File: src/sup_pkg.sv
// Purpose: Shared constants for the supply and loop supervisor
// Assumes: core_clk at 125 MHz, oscillator sampled as a synchronous enable input
// Notes: Counts are cycles of core_clk unless stated otherwise
package sup_pkg;

  // ----------------------------------------------------------------
  // Timing
  // ----------------------------------------------------------------
  localparam int CLK_MHZ = 125;
  localparam int LOOP_CNT_W = 20;
  localparam int RST_PULSE_MCYC = 5;
  localparam int STBY_EXTRA_US = 20;
  localparam int STBY_EXTRA_CYC = STBY_EXTRA_US * CLK_MHZ;
  localparam logic [LOOP_CNT_W-1:0] LOOP_CNT_RST = 20'h0_0000;

  // Reset sequencer states
  typedef enum logic [1:0] {
    ST_IDLE = 2'b00,
    ST_WAIT = 2'b01,
    ST_PULSE = 2'b10
  } rst_state_t;

endpackage

File: src/sup_if.sv
// Purpose: Carries the reset request between the top and the pulse sequencer
// Assumes: Single clock domain
// Notes: Request is a pulse of up to two cycles, busy is a level
`timescale 1ns/10ps
interface sup_if;
  logic req;
  logic ram_wr;
  logic busy;
  logic rst_out;
  modport top (output req, output ram_wr, input busy, input rst_out);
  modport seq (input req, input ram_wr, output busy, output rst_out);
endinterface

File: src/rst_seq.sv
// Purpose: Defers a reset request past a RAM write, then emits a fixed pulse
// Assumes: Pulse length counted in machine cycles, which equal core_clk here
// Notes: Busy covers both the wait and the pulse
`timescale 1ns/10ps
module rst_seq
(
  input wire logic core_clk, // Clock
  input wire logic sys_rst, // Async reset, active high
  sup_if.seq sif // Request and pulse
);

  // ----------------------------------------------------------------
  // Sequencer
  // ----------------------------------------------------------------
  sup_pkg::rst_state_t state;
  sup_pkg::rst_state_t next_state;
  logic [2:0] cnt;
  logic [2:0] next_cnt;

  // Next state: wait while the RAM write is still open
  always_comb
  begin
    next_state = state;
    next_cnt = cnt;
    case (state)
      sup_pkg::ST_IDLE:
      begin
        if (sif.req)
        begin
          next_state = sif.ram_wr ? sup_pkg::ST_WAIT : sup_pkg::ST_PULSE;
          next_cnt = 3'(sup_pkg::RST_PULSE_MCYC - 1);
        end
      end
      sup_pkg::ST_WAIT:
      begin
        if (!sif.ram_wr)
          next_state = sup_pkg::ST_PULSE;
      end
      sup_pkg::ST_PULSE:
      begin
        if (cnt == 3'h0)
          next_state = sup_pkg::ST_IDLE;
        else
          next_cnt = cnt - 3'h1;
      end
      default:
        next_state = sup_pkg::ST_IDLE;
    endcase
  end

  // Registers
  always_ff @(posedge core_clk or posedge sys_rst)
  begin
    if (sys_rst)
    begin
      state <= sup_pkg::ST_IDLE;
      cnt <= 3'h0;
    end
    else
    begin
      state <= next_state;
      cnt <= next_cnt;
    end
  end

  assign sif.busy = (state != sup_pkg::ST_IDLE);
  assign sif.rst_out = (state == sup_pkg::ST_PULSE);
endmodule

File: src/sup_top.sv
// Purpose: Low-voltage reset and program loop watchdog reset supervisor
// Assumes: Oscillator edge arrives as a one-cycle enable synchronous to core_clk
// Notes: Supervisor control register is modelled as a write strobe and data bit
`timescale 1ns/10ps

// Contract
// - Low voltage sets flag and requests reset
// - Detector works in stop, reset ends stop
// - Defer reset until RAM write completes
// - Mask detector output during deferred reset
// - 20-bit counter on oscillator, starts after power-on
// - Counter overflow triggers internal reset
// - Loop reset lasts five machine cycles
// - Standby recovery adds twenty microseconds; none if recovery starts straight out of power-on
// - No counting while processor halted
// - Writing zero to clear bit clears counter
// - Reset or oscillator stop clears counter
// - Sleep, timebase or clock mode entry clears
module sup_top
#(
  parameter int LOOP_W = sup_pkg::LOOP_CNT_W, // Counter width
  parameter int STBY_EXTRA = sup_pkg::STBY_EXTRA_CYC // Extra wait after standby
)
(
  input wire logic core_clk, // Machine clock
  input wire logic sys_rst, // Power-on reset, active high
  input wire logic osc_tick, // One pulse per oscillator period
  input wire logic osc_stopped, // Main oscillator stopped
  input wire logic low_volt, // Comparator says supply is low
  input wire logic ram_wr, // Internal RAM write in progress
  input wire logic cpu_halted, // CPU not running
  input wire logic enter_sleep, // Pulse: entering sleep mode
  input wire logic enter_tbt, // Pulse: entering timebase timer mode
  input wire logic enter_clkmode, // Pulse: entering clock mode
  input wire logic stby_recover, // Level: recovering from standby
  input wire logic stop_mode, // Device in stop mode
  input wire logic clr_wr, // Write strobe to counter_clear_bit
  input wire logic clr_data, // Value written to counter_clear_bit
  input wire logic flag_clr, // Software clears low_voltage_flag
  output logic low_voltage_flag, // Sticky low-voltage flag
  output logic int_rst, // Internal reset to the core
  output logic stop_release, // Pulse: leave stop mode
  output logic loop_rst_cause // Last reset came from the watchdog
);

  // ----------------------------------------------------------------
  // Local state
  // ----------------------------------------------------------------
  // Width of the standby extension counter, sized from its reload value
  localparam int EXTRA_W = $clog2(STBY_EXTRA + 1);

  sup_if sif ();
  logic [LOOP_W-1:0] loop_cnt;
  logic [LOOP_W-1:0] next_loop_cnt;
  logic [EXTRA_W-1:0] extra_cnt;
  logic [EXTRA_W-1:0] next_extra_cnt;
  logic next_flag;
  logic next_cause;
  logic next_stop_release;
  logic lv_req;
  logic loop_req;
  logic req_q;
  logic next_req;
  logic cnt_clear;
  logic cnt_full;
  logic next_int_rst;

  // Low-power mode entries that restart the loop count; shared by logic and checks
  function automatic logic mode_entry
  (
    input logic sleep_in, // Entering sleep mode
    input logic tbt_in, // Entering timebase timer mode
    input logic clk_in // Entering clock mode
  );
    mode_entry = sleep_in || tbt_in || clk_in;
  endfunction

  rst_seq u_seq (
    .core_clk(core_clk),
    .sys_rst(sys_rst),
    .sif(sif)
  );

  // ----------------------------------------------------------------
  // Reset requests
  // ----------------------------------------------------------------
  // Detector is ignored while a reset is already on its way
  assign lv_req = low_volt && !sif.busy;
  assign cnt_full = (loop_cnt == {LOOP_W{1'b1}});
  // Standby recovery holds the trip until the extra window expires
  assign loop_req = cnt_full && osc_tick && !cpu_halted
    && (!stby_recover || extra_cnt == '0) && !sif.busy;
  assign sif.req = req_q;
  assign sif.ram_wr = ram_wr;

  // Clear sources; a one written to the clear bit is ignored
  assign cnt_clear = (clr_wr && !clr_data)
    || sif.busy || osc_stopped
    || mode_entry(enter_sleep, enter_tbt, enter_clkmode);

  // ----------------------------------------------------------------
  // Loop counter
  // ----------------------------------------------------------------
  // Any clear source wins over a tick; the count parks at all ones until it trips
  always_comb
  begin
    next_loop_cnt = loop_cnt;
    if (cnt_clear)
      next_loop_cnt = '0;
    else if (osc_tick && !cpu_halted && !cnt_full)
      next_loop_cnt = loop_cnt + 1'b1;
  end

  // Power-on reset leaves the count ready to run with no software help
  always_ff @(posedge core_clk or posedge sys_rst)
  begin
    if (sys_rst)
      loop_cnt <= LOOP_W'(sup_pkg::LOOP_CNT_RST);
    else
      loop_cnt <= next_loop_cnt;
  end

  // ----------------------------------------------------------------
  // Standby extension
  // ----------------------------------------------------------------
  // Reloaded in normal running, drained while recovering from standby
  always_comb
  begin
    next_extra_cnt = extra_cnt;
    if (!stby_recover)
      next_extra_cnt = EXTRA_W'(STBY_EXTRA);
    else if (extra_cnt != '0)
      next_extra_cnt = extra_cnt - 1'b1;
  end

  // Starts drained, so recovery straight out of power-on adds no delay
  always_ff @(posedge core_clk or posedge sys_rst)
  begin
    if (sys_rst)
      extra_cnt <= '0;
    else
      extra_cnt <= next_extra_cnt;
  end

  // ----------------------------------------------------------------
  // Flag and cause
  // ----------------------------------------------------------------
  // Set beats clear so a drop outside a reset sequence is never lost
  always_comb
  begin
    next_flag = low_voltage_flag;
    next_cause = loop_rst_cause;
    if (flag_clr)
      next_flag = 1'b0;
    if (lv_req)
      next_flag = 1'b1;
    // Cause bit lets software tell a runaway from a supply drop
    if (loop_req)
      next_cause = 1'b1;
    else if (lv_req)
      next_cause = 1'b0;
  end

  // Flag and cause registers
  always_ff @(posedge core_clk or posedge sys_rst)
  begin
    if (sys_rst)
    begin
      low_voltage_flag <= 1'b0;
      loop_rst_cause <= 1'b0;
    end
    else
    begin
      low_voltage_flag <= next_flag;
      loop_rst_cause <= next_cause;
    end
  end

  // ----------------------------------------------------------------
  // Request and outputs
  // ----------------------------------------------------------------
  // Outputs leave a flop, which costs one cycle of reset latency
  always_comb
  begin
    next_req = lv_req || loop_req;
    next_int_rst = sif.rst_out;
    next_stop_release = lv_req && stop_mode;
  end

  // Request and output registers
  always_ff @(posedge core_clk or posedge sys_rst)
  begin
    if (sys_rst)
    begin
      req_q <= 1'b0;
      int_rst <= 1'b0;
      stop_release <= 1'b0;
    end
    else
    begin
      req_q <= next_req;
      int_rst <= next_int_rst;
      stop_release <= next_stop_release;
    end
  end
endmodule

File: config.mk
export PLATFORM = sky130hd
export DESIGN_NAME = sup_top
export DESIGN_NICKNAME = d
export VERILOG_FILES = /design/src/sup_pkg.sv /design/src/sup_if.sv /design/src/rst_seq.sv /design/src/sup_top.sv
export SDC_FILE = /design/constraint.sdc
export NUM_CORES = 1
export LEC_CHECK = 0
export BUFFER_PORTS_ARGS = -buffer_cell sky130_fd_sc_hd__buf_4
export CORE_MARGIN = 2
export CORE_UTILIZATION = 37
export CTS_BUF_LIST = sky130_fd_sc_hd__clkbuf_8 sky130_fd_sc_hd__clkbuf_16
export DETAILED_ROUTE_END_ITERATION = 8
export PLACE_DENSITY = 0.52
export SLEW_MARGIN = 20
export SYNTH_ARGS = -nofsm -noshare
export SYNTH_HDL_FRONTEND = slang
export SYNTH_SLANG_ARGS = --single-unit
File: constraint.sdc
create_clock -name core_clk -period 5.4 [get_ports core_clk]
set_clock_uncertainty 0.05 [all_clocks]
set_input_delay 0.81 -clock core_clk [delete_from_list [all_inputs] [get_ports core_clk]]
set_output_delay 0.81 -clock core_clk [all_outputs]
set_load 0.05 [all_outputs]
==> impl_metrics.toml, run 1 <==
[power]
vdd_drop_max_mv = 0.177
power_density_nw_per_um2 = 316
leakage_nw = 1.01
finalPower_uw = 803

[floorplanning]
boundaryPins = 19
core_um2 = 5850
die_w_um = 81.4
fp.dieArea_um2 = 6620
start_util = 0.379
die_h_um = 81.4
row_count = 28

[critical_path]
worstSetupStartpointType = "input port"
cp-end-kind = "flop"
ff2ff_setup_slack_ns = 3.25
worst-setup-path-type = "input port to flop"
cp.required_ns = 5.58
arrival_ns = 2.43
path_max_fanout = 20

[sta]
hold_viol_final = 0
relSlewSlack = 0.487
rsz0062_at_grt = "no"
setup-tns-final_ns = 0
final-setup-viol-count = 0
drv_slew = 0
fmax_mhz = 445
final.period_utilization = 0.416
period_needed_ns = 2.25
tightest_slew_ns = 0.767

[cells_and_area]
diodes = 0
final_layout_size_suffix_gt1_frac = 0.127
nFillCells = 576
area_growth_pct = 14.8
finalNetCount = 271

[routing]
ant_nets = 0
drcViolationCount = 0
drtPass1Iterations = 4
vias = 1684
viasPerCell = 5.15
wire_per_inst_um = 13.6
wl_um = 4440
drtIter0Drc = 76

[logic_synthesis]
synth_async_sr_flop_share = 1.00
yosysTopAreaCellShare = 0.475
syn_nets = 250
ys_types = 42
synth-seq-cells = 42
synth_top_area_cell = "dfrtp_1"
avgSynthCellArea_um2 = 9.63
post-synth-top-count-cell = "dfrtp_1"
seq_area_frac_synth = 0.475
synth-edff-count = 0
syn-cell-area_um2 = 2210
synth_common_cells = "42 x dfrtp_1, 29 x nor2_1, 23 x xnor2_1, 19 x nand2_1, 11 x nand4_1"
netlist_instances = 230
yosysWarnings = 0
synth.area.top_cells = "dfrtp_1 47%, xnor2_1 9.1%, nor2_1 4.9%"
ys_dominant_reg_cell = "dfrtp_1"

[grt]
overflow = 0
grt_pass1_vias = 1660
grt_pass1_wl_um = 7890
track_usage = 0.154
antenna_found_initial = 0
grt_max_degree = 43

[placed_design]
hpwlAfterDp_um = 3040
io_buffer_count = 18
routabilityCongestion = 0.772

[cts]
cts_sinks = 42
cts_tree = "yes"
clk_pin_slew_ns = 0.08
cts_buffers = 5
cts.htree.levels = 2
insertion_delay_ns = 0.29
hold_buffers = 0
cts.path.max_buffers = 2
cts_resized = 0
cts-root-buf = "clkbuf_8"
post_cts_buffers = 0

[hold_path]
min_path_type = "flop to flop"

[run_status]
outcome = "completed"

[flow_run]
max-cap-violations = 0
==> final cells by class <==
class	instances	area (µm²)	area share
clock buffers	5	68.8	0.0271
clock inverters	3	41.3	0.0162
inverters	8	30.0	0.0118
multi-input cells	175	1110	0.438
flip-flops and latches	42	1050	0.413
well taps	75	93.8	0.0369
repair buffers	19	143	0.0561
==> final timing paths <==
| check | cells past startpoint | start | endpoint |
|---|---|---|---|
| min | 2 | loop_rst_cause | loop_rst_cause |
| max reg2reg | 5 | extra_cnt[0] | extra_cnt[11] |
| min reg2reg | 2 | loop_rst_cause | loop_rst_cause |
| max | 5 | osc_stopped | loop_cnt[7] |
| max in group asynchronous | 3 | sys_rst | extra_cnt[1] |
| min in group asynchronous | 3 | sys_rst | stop_release |
==> registers in the layout, summed over array words and instances (netlist names) <==
signal and count:
extra_cnt 12, int_rst 1, loop_cnt 20, loop_rst_cause 1, low_voltage_flag 1, req_q 1
stop_release 1, u_seq.cnt 3, u_seq.state 2
==> per-layer routing <==
layer / routed length, µm / track usage / vias to the layer above
met2: 1970 / 0.239 / 25
met4: 34 / 0.0492 / 0
met1: 2250 / 0.212 / 796
li1: - / - / 858
met3: 184 / 0.0389 / 5
met5: 0 / 0 / -
==> kinds of logic after synthesis <==
logic type               after synthesis  share of synthesized area
AO/OA/AOI/OAI                         36                      0.110
XOR/XNOR                              25                     0.0989
adder cells (fa/ha/maj)                5                     0.0282
buffers and inverters                 13                     0.0220
flip-flops                            42                      0.475
multiplexers                           1                    0.00452
AND/OR/NAND/NOR                      108                      0.262
==> placed cells by master (no fill, tap or decap), types with 2 or more instances in the layout <==
master      n
dfrtp_1    42
or4_4       2
buf_4      19
clkbuf_8    5
and2_1      6
a22o_1      2
and3_1      5
nor3_1      4
a21oi_1    10
nand2b_1    2
ha_1        5
nor2b_1     4
xnor2_1    23
nand4_1    11
nand2_1    19
o21ai_0     7
inv_1       8
nor4b_1     2
a31o_1      2
nor4_1      5
a211oi_1    5
xor2_1      2
a2111oi_0   3
nand3_1     9
nor2_1     29
==> critical path, stage by stage <==
cell,delay [ns]
buf_4,0.11
nor4_1,0.43
nand3_1,0.66
nor2_1,0.26
a31o_1,0.17
==> power by group <==
group / internal, mW / total (mW) / switching, mW
logic: 0.0749 / 0.179 / 0.104
clock network: 0.136 / 0.244 / 0.108
registers: 0.348 / 0.380 / 0.0317
==> through the flow <==
step	hold WS (ns)	area, µm²	instances	utilization	worst slack (ns)
detailed placement	0.431	2430	319	0.416	2.83
floorplan	0.424	2210	230	-	3.28
global placement	0.413	2430	319	0.416	2.86
CTS	0.453	2540	327	0.435	3.14
finish	0.445	2540	327	0.435	3.15
global route	0.503	2540	327	0.435	2.93
No activity file was read; power rests on OpenSTA's default activity.
==> run 2, diff against run 1 <==
- PLACE_DENSITY: 0.52 -> 0.54
- clock period: 5.4 -> 2 ns (I/O delays scaled with it)
==> impl_metrics.toml, run 2 (synthesized netlist as in run 1, its figures left out) <==
[run_status]
outcome = "finished with violations"
violations = "negative setup slack"

[cells_and_area]
largest_register_ffs = 20
seq_area_um2 = 1050
reg_top3 = "loop_cnt x20, extra_cnt x12, u_seq.cnt x3"
final_layout_size_suffix_gt1_frac = 0.220
final_cell_mix = "43 x buf_4, 42 x dfrtp_1, 29 x nor2_1"
area_growth_pct = 24.6
regMostFlops = "loop_cnt"
nFillCells = 549
finalNetCount = 296
multi_input_area_um2 = 1130
mostFrequentLayoutCell = "buf_4"
diodes = 0

[routing]
wire_per_inst_um = 13.3
ant_nets = 0
drcViolationCount = 0
drtPass1Iterations = 4
vias = 1806
wl_um = 4670
viasPerCell = 5.13
drtIter0Drc = 69

[cts]
hold_buffers = 0
cts_sinks = 42
cts-root-buf = "clkbuf_8"
cts.path.max_buffers = 2
insertion_delay_ns = 0.29
cts_tree = "yes"
clk_pin_slew_ns = 0.08
cts.htree.levels = 2
post_cts_buffers = 0
cts_buffers = 5

[grt]
antenna_found_initial = 0
overflow = 0
track_usage = 0.153
grt_max_degree = 43
grt_pass1_vias = 1753
grt_pass1_wl_um = 7940

[floorplanning]
fp.dieArea_um2 = 6620
start_util = 0.379
die_w_um = 81.4
boundaryPins = 19
core_um2 = 5850
die_h_um = 81.4
row_count = 28

[sta]
drv_slew = 0
fmax_mhz = 488
period_needed_ns = 2.05
tightest_slew_ns = 0.461
final.period_utilization = 1.02
relSlewSlack = 0.690
hold_viol_final = 0
rsz0062_at_grt = "yes"
fin_ws_ns = -0.0498
setup-tns-final_ns = -0.0498
final-setup-viol-count = 1

[critical_path]
cp.required_ns = 2.13
cp-end-kind = "flop"
arrival_ns = 2.18
worstSetupStartpointType = "flop"
worst-setup-path-type = "flop to flop"
path_max_fanout = 3
rr_worst_depth = 5

[power]
p_sw_uw = 688
p_sw_frac = 0.308
vdd_drop_max_mv = 0.437
power.share.clock = 0.298
seqPwrFrac = 0.454
share_comb_of_total_power = 0.248
leakage_nw = 1.15
p_int_mw = 1.55
finalPower_mw = 2.24
power_density_nw_per_um2 = 811

[placed_design]
routabilityCongestion = 0.757
io_buffer_count = 18
pre_cts_ws_ns = -0.0682
hpwlAfterDp_um = 3320

[hold_path]
min_path_type = "input port to asynchronous set/reset pin"

[flow_run]
max-cap-violations = 0
==> run 2: cell count changes in the layout (fill, tap and decap cells not counted), sizes merged <==
cell      delta
clkinvlp     -1
buf         +25
clkinv       +1
==> run 2: path summary, 6_finish.rpt <==
check	from	to	slack, ns
setup / recovery	extra_cnt[7]	extra_cnt[11]	-0.05
hold / removal	sys_rst	int_rst	0.01
setup reg to reg	extra_cnt[7]	extra_cnt[11]	-0.05
hold reg to reg	loop_rst_cause	loop_rst_cause	0.44
max in group asynchronous	sys_rst	loop_cnt[18]	1.67
min in group core_clk	flag_clr	low_voltage_flag	0.14
==> run 2: worst max-delay path, stage by stage (launching register included) <==
cell     delay (ns)
dfrtp_1        0.38
or4_4          0.54
a311o_1        0.35
or4_1          0.42
xor2_1         0.14
nand2_1        0.06
==> run 2: per-stage QoR <==
step	util	hold WS, ns	instances	instance area [µm²]
2_1_floorplan	-	0.346	230	2210
3_3_place_gp	0.450	0.343	344	2630
3_5_place_dp	0.450	0.346	344	2630
4_1_cts	0.469	0.0223	352	2740
5_1_grt	0.472	0.0234	352	2760
6_report	0.472	0.0124	352	2760
==> run 2: cell type report <==
cell class | instances | area share
clock buffer | 5 | 0.0249
clock inverter | 3 | 0.0145
inverter | 8 | 0.0109
multi-input combinational | 175 | 0.411
sequential | 42 | 0.381
tap | 75 | 0.0340
timing repair buffer | 44 | 0.124
==> run 2: per-layer routing <==
layer	GRT usage	routed length, µm
met3	0.0422	175
met1	0.210	2330
met2	0.241	2150
met5	0	0
met4	0.0305	18
==> run 2: power by group through the flow <==
stage | Clock, mW | Sequential [mW] | Combinational (mW)
floorplan | 0 | 1.09 | 0.308
detailed placement | 0 | 1.03 | 0.553
CTS | 0.691 | 1.02 | 0.556
global route | 0.728 | 1.03 | 0.621
finish | 0.668 | 1.02 | 0.554
global placement | 0 | 1.03 | 0.541
==> run 2: repair_timing <==
| item | 4_1_cts | 5_1_grt |
|---|---|---|
| pin swaps | 1 | 2 |
| setup endpoints to repair | 1 | 7 |
| resized for setup | 0 | 5 |
